--- src/shared/ipirq_pkg.sv ---
package ipirq_pkg;
    // register indices (printed offsets not word aligned -> byte address is index * 4)
    localparam logic [15:0] IPIRQ_IDX_PRIORITY = 16'hFF20;
    localparam logic [15:0] IPIRQ_IDX_ENABLE = 16'hFF23;
    localparam logic [15:0] IPIRQ_IDX_FLAGS = 16'hFF27;
    localparam logic [15:0] IPIRQ_IDX_SELECT = 16'hFFC0;
    localparam logic [15:0] IPIRQ_IDX_BYTE_CMP = 16'hFFC1;
    localparam logic [15:0] IPIRQ_IDX_NIB_CMP = 16'hFFC2;
    localparam logic [15:0] IPIRQ_IDX_BYTE_DATA = 16'hFFC3;
    localparam logic [15:0] IPIRQ_IDX_NIB_DATA = 16'hFFC4;
    localparam logic [15:0] IPIRQ_IDX_IRQ_EN = 16'hFFD0;
    localparam logic [15:0] IPIRQ_IDX_IRQ_CLR = 16'hFFD1;
    // field positions
    localparam int IPIRQ_SYS_LSB = 3;
    localparam int IPIRQ_NIB_PRIO_LSB = 6;
    localparam int IPIRQ_BYTE_PRIO_LSB = 4;
    // reset values
    localparam logic [7:0] IPIRQ_RST_PRIORITY = 8'h00;
    localparam logic [4:0] IPIRQ_RST_ENABLE = 5'h00;
    localparam logic [4:0] IPIRQ_RST_FLAGS = 5'h00;
    localparam logic [7:0] IPIRQ_RST_SELECT = 8'h00;
    localparam logic [7:0] IPIRQ_RST_BYTE_CMP = 8'hFF;
    localparam logic [3:0] IPIRQ_RST_NIB_CMP = 4'hF;
    // exception vectors
    localparam logic [23:0] IPIRQ_VEC_NIB0 = 24'h000006;
    localparam logic [23:0] IPIRQ_VEC_STEP = 24'h000002;
    localparam logic [23:0] IPIRQ_VEC_BYTE = 24'h00000E;
endpackage

--- src/verilog/ipirq_core.sv ---
`timescale 1ns/10ps
`default_nettype none
module ipirq_core
    import ipirq_pkg::*;
(
    input wire logic clk_i, // system clock
    input wire logic rst_i, // sync reset, active high
    input wire logic [7:0] byte_input_group_i, // byte group pins
    input wire logic [3:0] nibble_input_pin_i, // nibble pins 3..0
    input wire logic wb_cyc_i, // bus cycle
    input wire logic wb_stb_i, // bus strobe
    input wire logic wb_we_i, // write enable
    input wire logic [17:0] wb_adr_i, // byte address
    input wire logic [3:0] wb_sel_i, // byte lanes
    input wire logic [31:0] wb_dat_i, // write data
    output logic [31:0] wb_dat_o, // read data
    output logic wb_ack_o, // acknowledge
    output logic wb_err_o, // unmapped address
    output logic [4:0] sys_req_o, // per-system request, D7..D3 order
    output logic [1:0] byte_group_priority_o, // byte group level
    output logic [1:0] nibble_group_priority_o, // nibble group level
    output logic [23:0] vec_byte_o, // byte group vector
    output logic [23:0] vec_nib0_o, // nibble pin 0 vector
    output logic [23:0] vec_nib1_o, // nibble pin 1 vector
    output logic [23:0] vec_nib2_o, // nibble pin 2 vector
    output logic [23:0] vec_nib3_o, // nibble pin 3 vector
    output logic irq_o // summary interrupt
);
    logic [7:0] priority_reg;
    logic [4:0] enables; // [4:1] nibble 3..0, [0] byte group
    logic [4:0] flags;
    logic [7:0] byte_pin_select;
    logic [7:0] byte_pin_compare;
    logic [3:0] nibble_pin_compare;
    logic [4:0] irq_en;
    logic [7:0] byte_s1, byte_s2;
    logic [3:0] nib_s1, nib_s2, nib_prev;
    logic match_prev;
    logic match_now;
    logic [4:0] event_set;
    logic [4:0] clr_mask;
    logic [4:0] irq_clr;
    logic req_hit, wr_stb, mapped;
    logic [15:0] idx;
    logic [7:0] wbyte;
    logic [7:0] rd_byte;

    // bus decode: register index is byte address / 4
    assign idx = wb_adr_i[17:2];
    assign req_hit = wb_cyc_i && wb_stb_i && !wb_ack_o && !wb_err_o;
    assign wbyte = wb_dat_i[7:0];
    assign wr_stb = req_hit && mapped && wb_we_i && wb_sel_i[0] && (wb_adr_i[1:0] == 2'b00);
    always_comb begin
        mapped = 1'b1;
        rd_byte = 8'h00;
        unique case (idx)
            IPIRQ_IDX_PRIORITY: rd_byte = priority_reg;
            IPIRQ_IDX_ENABLE: rd_byte = {enables[4:0], 3'b000};
            IPIRQ_IDX_FLAGS: rd_byte = {flags[4:0], 3'b000};
            IPIRQ_IDX_SELECT: rd_byte = byte_pin_select;
            IPIRQ_IDX_BYTE_CMP: rd_byte = byte_pin_compare;
            IPIRQ_IDX_NIB_CMP: rd_byte = {4'h0, nibble_pin_compare};
            IPIRQ_IDX_BYTE_DATA: rd_byte = byte_s2;
            IPIRQ_IDX_NIB_DATA: rd_byte = {4'h0, nib_s2};
            IPIRQ_IDX_IRQ_EN: rd_byte = {irq_en, 3'b000};
            IPIRQ_IDX_IRQ_CLR: rd_byte = 8'h00;
            default: mapped = 1'b0;
        endcase
    end

    // one-wait-state answer: ack or err the cycle after the request
    always_ff @(posedge clk_i) begin
        if (rst_i) begin
            wb_ack_o <= 1'b0;
            wb_err_o <= 1'b0;
            wb_dat_o <= 32'h00000000;
        end else begin
            wb_ack_o <= req_hit && mapped;
            wb_err_o <= req_hit && !mapped;
            wb_dat_o <= (req_hit && mapped && !wb_we_i) ? {24'h000000, rd_byte} : 32'h00000000;
        end
    end

    // control registers
    always_ff @(posedge clk_i) begin
        if (rst_i) begin
            priority_reg <= IPIRQ_RST_PRIORITY;
            enables <= IPIRQ_RST_ENABLE;
            byte_pin_select <= IPIRQ_RST_SELECT;
            byte_pin_compare <= IPIRQ_RST_BYTE_CMP;
            nibble_pin_compare <= IPIRQ_RST_NIB_CMP;
            irq_en <= 5'h00;
        end else if (wr_stb) begin
            unique case (idx)
                IPIRQ_IDX_PRIORITY: priority_reg <= wbyte;
                IPIRQ_IDX_ENABLE: enables <= wbyte[7:IPIRQ_SYS_LSB];
                IPIRQ_IDX_SELECT: byte_pin_select <= wbyte;
                IPIRQ_IDX_BYTE_CMP: byte_pin_compare <= wbyte;
                IPIRQ_IDX_NIB_CMP: nibble_pin_compare <= wbyte[3:0];
                IPIRQ_IDX_IRQ_EN: irq_en <= wbyte[7:IPIRQ_SYS_LSB];
                default: ;
            endcase
        end
    end

    // pin synchronisers, two flops each
    always_ff @(posedge clk_i) begin
        if (rst_i) begin
            byte_s1 <= 8'h00;
            byte_s2 <= 8'h00;
            nib_s1 <= 4'h0;
            nib_s2 <= 4'h0;
            nib_prev <= 4'h0;
        end else begin
            byte_s1 <= byte_input_group_i;
            byte_s2 <= byte_s1;
            nib_s1 <= nibble_input_pin_i;
            nib_s2 <= nib_s1;
            nib_prev <= nib_s2;
        end
    end

    // byte group match: pins equal compare bits, unselected pins ignored
    assign match_now = (((byte_s2 ^ byte_pin_compare) & byte_pin_select) == 8'h00);
    // match history restarts at match after reset, so a mismatch standing after reset fires once
    always_ff @(posedge clk_i) begin
        if (rst_i) begin
            match_prev <= 1'b1;
        end else begin
            match_prev <= match_now;
        end
    end

    // events: byte group on match->mismatch; nibble on compare-chosen edge
    always_comb begin
        event_set[0] = match_prev && !match_now;
        for (int i = 0; i < 4; i++) begin
            // compare 1: falling, 0: rising
            event_set[i+1] = nibble_pin_compare[i] ? (nib_prev[i] && !nib_s2[i])
                                                    : (!nib_prev[i] && nib_s2[i]);
        end
    end

    // flags: set wins over a clear in the same cycle
    assign clr_mask = (wr_stb && idx == IPIRQ_IDX_FLAGS) ? wbyte[7:IPIRQ_SYS_LSB] : 5'h00;
    assign irq_clr = (wr_stb && idx == IPIRQ_IDX_IRQ_CLR) ? wbyte[7:IPIRQ_SYS_LSB] : 5'h00;
    always_ff @(posedge clk_i) begin
        if (rst_i) begin
            flags <= IPIRQ_RST_FLAGS;
        end else begin
            flags <= (flags & ~(clr_mask | irq_clr)) | event_set;
        end
    end

    // requests gated by enables; interrupt output from enabled flags
    assign sys_req_o = flags & enables;
    assign irq_o = |(flags & irq_en);

    // priorities and vectors
    assign byte_group_priority_o = priority_reg[IPIRQ_BYTE_PRIO_LSB +: 2];
    assign nibble_group_priority_o = priority_reg[IPIRQ_NIB_PRIO_LSB +: 2];
    assign vec_byte_o = IPIRQ_VEC_BYTE;
    assign vec_nib0_o = IPIRQ_VEC_NIB0;
    assign vec_nib1_o = IPIRQ_VEC_NIB0 + IPIRQ_VEC_STEP;
    assign vec_nib2_o = IPIRQ_VEC_NIB0 + 24'(2 * IPIRQ_VEC_STEP);
    assign vec_nib3_o = IPIRQ_VEC_NIB0 + 24'(3 * IPIRQ_VEC_STEP);

    // independent helpers for the checks below
    logic [3:0] nib_edge; // compare-chosen edge per nibble pin
    logic [7:0] byte_miss; // selected byte pins off their compare level
    logic [4:0] any_clr; // every clear source of this cycle
    // an edge counts where the pin moved to the level opposite its compare bit
    assign nib_edge = (nib_prev ^ nib_s2) & (nib_s2 ^ nibble_pin_compare);
    assign byte_miss = (byte_s2 ^ byte_pin_compare) & byte_pin_select;
    assign any_clr = clr_mask | irq_clr;
endmodule
`default_nettype wire
--- config.mk ---
export PLATFORM = sky130hd
export DESIGN_NAME = ipirq_core
export DESIGN_NICKNAME = d
export VERILOG_FILES = /design/src/shared/ipirq_pkg.sv /design/src/verilog/ipirq_core.sv
export SDC_FILE = /design/constraint.sdc
export NUM_CORES = 1
export LEC_CHECK = 0
export CAP_MARGIN = 15
export CORE_UTILIZATION = 48
export CTS_CLUSTER_DIAMETER = 120
export DETAILED_ROUTE_END_ITERATION = 7
export DONT_BUFFER_PORTS = 1
export GPL_ROUTABILITY_DRIVEN = 1
export PLACE_DENSITY_LB_ADDON = 0.1
export SETUP_SLACK_MARGIN = 0.5
export SLEW_MARGIN = 20
export SYNTH_ARGS = -nofsm -noshare
export SYNTH_HDL_FRONTEND = slang
export SYNTH_SLANG_ARGS = --single-unit
--- constraint.sdc ---
create_clock -name clk_i -period 3.6 [get_ports clk_i]
set_input_delay 0.36 -clock clk_i [delete_from_list [all_inputs] [get_ports clk_i]]
set_output_delay 0.36 -clock clk_i [all_outputs]
set_load 0.01 [all_outputs]
Yosys cells after proc, flatten, opt, wreduce, memory -nomap -nowiden
Cells that the tools add are included.
Widths: inputs -> output; s select.
- equal/unequal tests: 10
- mux-type cells: 8
- bitwise logic cells: 9
- reductions and logical operators: 44
- operators by type and width (operator ; number):
    $eq 16x16->1 const B ; 10
    $pmux 8 s9 ; 1
    $logic_and 1x1->1 ; 20
    $and 5x5->5 ; 3
    $logic_not 1->1 ; 13
    $reduce_and 2->1 ; 6
    $mux 5 ; 2
    $or 5x5->5 ; 2
    $reduce_or 10->1 ; 1
    $and 8x8->8 ; 1
    $logic_not 8->1 ; 1
    $xor 8x8->8 ; 1
    $mux 1 ; 5
    $not 5->5 ; 1
    $reduce_or 5->1 ; 1
    $logic_not 2->1 ; 1
    $reduce_or 2->1 ; 1
    $not 1->1 ; 1
- register bits: 106
- input port bits: 71
- output and inout port bits: 164
- word-level logic and storage cells: 88

Logic depth before layout (Yosys ltp)
- word-level depth: 13
- depth in mapped cells: 6
- depth with buffers taken out: 4

Least setup slack after synthesis
No wires, ideal clock.
- path type: input to register
- start point: input port wb_adr_i[4]
- end point: register nibble_pin_compare[0]
- library setup time: 122 ps
- arrival time: 1729 ps
- data required time: 3478 ps
- setup slack: 1749 ps
- stages on the path: 5
- buffers on the path: 1
- path through: buf_2 > or4b_4 > nor4_4 > a21boi_1 > a311o_1
- longest elaborated chain between the ends: 8
- elaborated cells between the ends (all ways): 17
- those cells by class: eq/ne (10); mux (1); reduce/logical (6)
- RTL lines (item ; line ; source):
    from (decl) ; ipirq_core.sv:13 ; input wire logic [17:0] wb_adr_i,
    $eq 16x16->1 (on tied branches) ; ipirq_core.sv:56, ipirq_core.sv:94 ;
    $reduce_or 10->1 (no source line) ; -- ;
    $mux 1 ; ipirq_core.sv:56 ; unique case (idx)
    $logic_and 1x1->1 (4 in series) ; ipirq_core.sv:52 ; assign wr_stb = req_hit && mapped && wb_we_i && wb_sel_i[0] && (wb_adr_i[1:0] == 2'b00);
    $reduce_and 2->1 (no source line) (*) ; -- ;
    to (signal assigned) ; ipirq_core.sv:99 ; IPIRQ_IDX_NIB_CMP: nibble_pin_compare <= wbyte[3:0];
    to (decl) ; ipirq_core.sv:34 ; logic [3:0] nibble_pin_compare;
Every way passes the cells marked *; elsewhere a longest branch is shown, timed or not.
A chain may end at the register's enable or synchronous reset.

Worst setup path in the final report
- start point: register wb_err_o
- end point: register flags[3]
- longest elaborated chain between the ends: 12
- elaborated cells between the ends (all ways): 14
- those cells by class: mux (2); bitwise (4); reduce/logical (8)
- RTL lines (item ; line ; source):
    from (decl) ; ipirq_core.sv:18 ; output logic wb_err_o,
    from (signal assigned) ; ipirq_core.sv:79 ; wb_err_o <= req_hit && !mapped;
    $logic_not 1->1 (*) ; ipirq_core.sv:50 ; assign req_hit = wb_cyc_i && wb_stb_i && !wb_ack_o && !wb_err_o;
    $logic_and 1x1->1 (*) ; ipirq_core.sv:50 ;
    $logic_and 1x1->1 (*) (4 in series) ; ipirq_core.sv:52 ;
    $logic_and 1x1->1 (on tied branches) ; ipirq_core.sv:145, ipirq_core.sv:146 ;
    $mux 5 (on tied branches) ; ipirq_core.sv:145, ipirq_core.sv:146 ;
    $or 5x5->5 (*) ; -- ;
    $not 5->5 (*) ; ipirq_core.sv:151 ; flags <= (flags & ~(clr_mask | irq_clr)) | event_set;
    $and 5x5->5 (*) ; ipirq_core.sv:151 ;
    $or 5x5->5 (*) ; ipirq_core.sv:151 ;
    to (signal assigned) ; ipirq_core.sv:151 ;
    to (decl) ; ipirq_core.sv:31 ; logic [4:0] flags;
Marked as above.

==> summary.txt <==
Run status
  • Outcome: finished clean

Timing
  • Final Hold Viols: 0
  • Final min period: 2200 ps
  • Crit share post-route: 61.2%
  • Unrepaired setup endpoints after global routing: no
  • Slew at the pin closest to its max-slew limit: roughly 1100 ps
  • Max-slew violation count: 0
  • Max Fclk: ~450 MHz
  • Final setup violation count: 0
  • Clk_skew: about 10 ps
  • Worst slew margin: between 20 and 30%
  • Final TNS setup: 0 ps

Flow run
  • MaxCap Viol Count: 0

Worst setup path
  • CP endpoint kind: flop
  • WP data arrival: 2440 ps
  • Critical path's slowest cell: or4_1
  • Critical Path RT: 3830 ps
  • Startpoint class of the critical path: flop
  • Crit path max-delay family: simple AND/OR/NAND/NOR gates
  • CP bufs+invs: 0
  • Reg2Reg Launch Point: wb_err_o$_SDFF_PP0_
  • Crit Path Class: reg -> reg
  • Worst path max stage delay: 840 ps
  • Maximum net fanout on the critical path: 10
  • Worst setup startpoint: wb_err_o$_SDFF_PP0_
  • Worst path cell trace: nand4bb_1, or4_1, o31ai_1, a31oi_1

Global routing
  • Global-route wire length before repair: around 17000 um
  • GRT Overall Usage: 21.4%
  • Vias in the first global route: 2876
  • Pin count of the biggest net entering global routing: 76
  • Grt total ovfl: 0
  • Antenna violations before repair: 0

Placed design
  • Port bufs: 0
  • HPWL after detailed placement: approximately 7700 um
  • Area after DPL: approximately 4400 um2
  • Placed Instances: 648
  • RePlAce Congestion: about 0.86

Cells and area
  • Layout cells sized above 1: slightly above 8%
  • Most frequent cells in the layout: 144 x conb_1, 82 x dfxtp_1, 31 x nand3_1, 31 x o21ai_0, 30 x a21oi_1
  • Non-filler instance count after layout: 664
  • Fin area: between 4000 and 5000 um2
  • Ant diodes: 0
  • Nets: between 500 and 600
  • Finished Core Util: 46.7%
  • Most common cell after layout, fill and taps aside: conb_1
  • Area Overhead vs Synth: -6.05%

Clocking
  • CTS tree: built
  • Cts bufs inserted: 9
  • Htree depth: 3
  • CTS clk-pin slew, worst paths: ~90 ps
  • Setup Buffers After CTS: 0
  • Clock sink count: between 80 and 90
  • Post-CTS Hold Fix Bufs: 0
  • Max Buffers Root-to-Sink: 2
  • Resize count post-CTS: 0
  • Worst skew pair latency: between 300 and 400 ps
  • Root Buffer: clkbuf_8

Drt
  • WL/cell: between 15 and 20 um
  • First drt pass iteration count: 5
  • # DRC: 0
  • DRT iter0 DRCs: about 360
  • Vias: roughly 3500
  • Routed wire length: 11100 um
  • Vias per cell: 5.26
  • DRT antenna net count: 0

Power and ir drop
  • Flop pwr share: between 50 and 60%
  • Comb pwr share: between 6 and 7%
  • Cell Pwr Density: around 380 nW/um2
  • P_sw: about 0.00046 W
  • P_int: 0.00127 W
  • Switching Fraction: roughly a quarter
  • Leakage: approximately 1.8 nW
  • Worst IR Drop VDD: roughly 0.22 mV
  • Clock power frac: about 40%

Synthesis
  • Flop and latch count out of synthesis: 82
  • Gate Count Post-Synth: 542
  • Yosys warns: 0
  • Ys flop type: dfxtp_1
  • Area leader, netlist: dfxtp_1
  • Synth area leaders: dfxtp_1 34%, buf_4 23%, nor2b_1 3.6%
  • Synth top area share: between 30% and 40%
  • Seq/Total Area, Yosys: between 30% and 40%
  • Netlist cell types: 58
  • Mux cell area share after synthesis: less than 1%
  • Mapped cell area: slightly below 5000 um2
  • Post-Synth XOR/XNOR Area: around 1.4%
  • Largest family of logic cells by synthesized area: buffers and inverters
  • Mean Syn Cell Area: 8.97 um2
  • Post-Synth Simple-Gate Area: 20.8%
  • EDFF count, synth: 0
  • Synth async-reset ratio: 0%
  • Post-synthesis compound-gate area fraction: between 15 and 20%
  • Adder-Cell Fraction of Synth Area: 0%

Floorplan
  • Std-Cell Rows: 36
  • Die ar.: approximately 11000 um2
  • Die width: 103 um
  • IO Count: between 200 and 250
  • Initial core utilization: around half
  • Die height: between 100 and 150 um
  • Core area: 9770 um2

Hold path
  • Min-delay worst type: in -> reg
  • Hold Crit Start: rst_i
[cells in the mapped netlist, drive strengths merged, types with 7 or more instances]
cell / n
a22o: 10
a22oi: 11
xor2: 8
and3: 9
o21ai: 31
a211o: 8
buf: 158
nor4: 7
nand2: 8
inv: 7
clkbuf: 15
and2: 9
a31oi: 8
nand3: 31
nor2b: 28
a21oi: 30
dfxtp: 82
[routing by layer]
| layer | global-route usage, % | part of all wire [%] |
|---|---|---|
| met3 | 5.02 | 8.7 |
| met1 | 29.0 | 43 |
| met2 | 31.9 | 45 |
| met5 | 0 | 0 |
| met4 | 10.5 | 3.4 |
[power groups by stage]
stage | combinational (W) | clock, W | sequential (W)
2_1_floorplan | 0.000241 | 0 | 0.000949
3_3_place_gp | 0.000116 | 0 | 0.000953
3_5_place_dp | 0.000116 | 0 | 0.000953
4_1_cts | 0.000116 | 0.000698 | 0.000931
5_1_grt | 0.000139 | 0.000750 | 0.000934
6_report | 0.000120 | 0.000684 | 0.000932
[layout make-up]
| type | instances | area (um2) |
|---|---|---|
| fillers | 955 | 5210 |
| multi-input cells | 422 | 2500 |
| flip-flops and latches | 82 | 1640 |
| well taps | 133 | 166 |
| clock buffers | 9 | 124 |
| clock inverters | 7 | 78.8 |
| repair buffers | 4 | 30.0 |
| inverters | 7 | 26.3 |
[through the flow]
stage	hold WS [ps]	power, W	setup WS (ps)
after floorplan	414	0.00119	1750
after global routing	39.3	0.00182	1270
after CTS	47.4	0.00175	1420
after global placement	419	0.00107	1410
after detailed placement	420	0.00107	1420
final	69.0	0.00174	1400
[path summary, 6_finish.rpt]
path,endpoint,slack [ps],cells past startpoint
worst max-delay path,flags[3]$_SDFF_PP0_,1400,4
worst min-delay path,wb_err_o$_SDFF_PP0_,70,1
worst max register to register,flags[3]$_SDFF_PP0_,1400,4
worst min register to register,flags[0]$_SDFF_PP0_,440,2
[cell families (layout without fill, tap and decap cells)]
group                     count (synthesis)  count (layout)
AOI/OAI and AO/OA                       125             125
xor gates and xnor gates                  8               8
buffers and inverters                   180              27
DFF                                      82              82
muxes                                     3               3
other                                     2             144
and+or+nand+nor                         142             142
[worst reg2reg max path: cells and delay by family (launching register included)]
kind / cells / cell delay [ps]
AOI/OAI and AO/OA: 2 / 470
DFF: 1 / 350
and+or+nand+nor: 2 / 1260
Power figures use the tool's default switching activity.
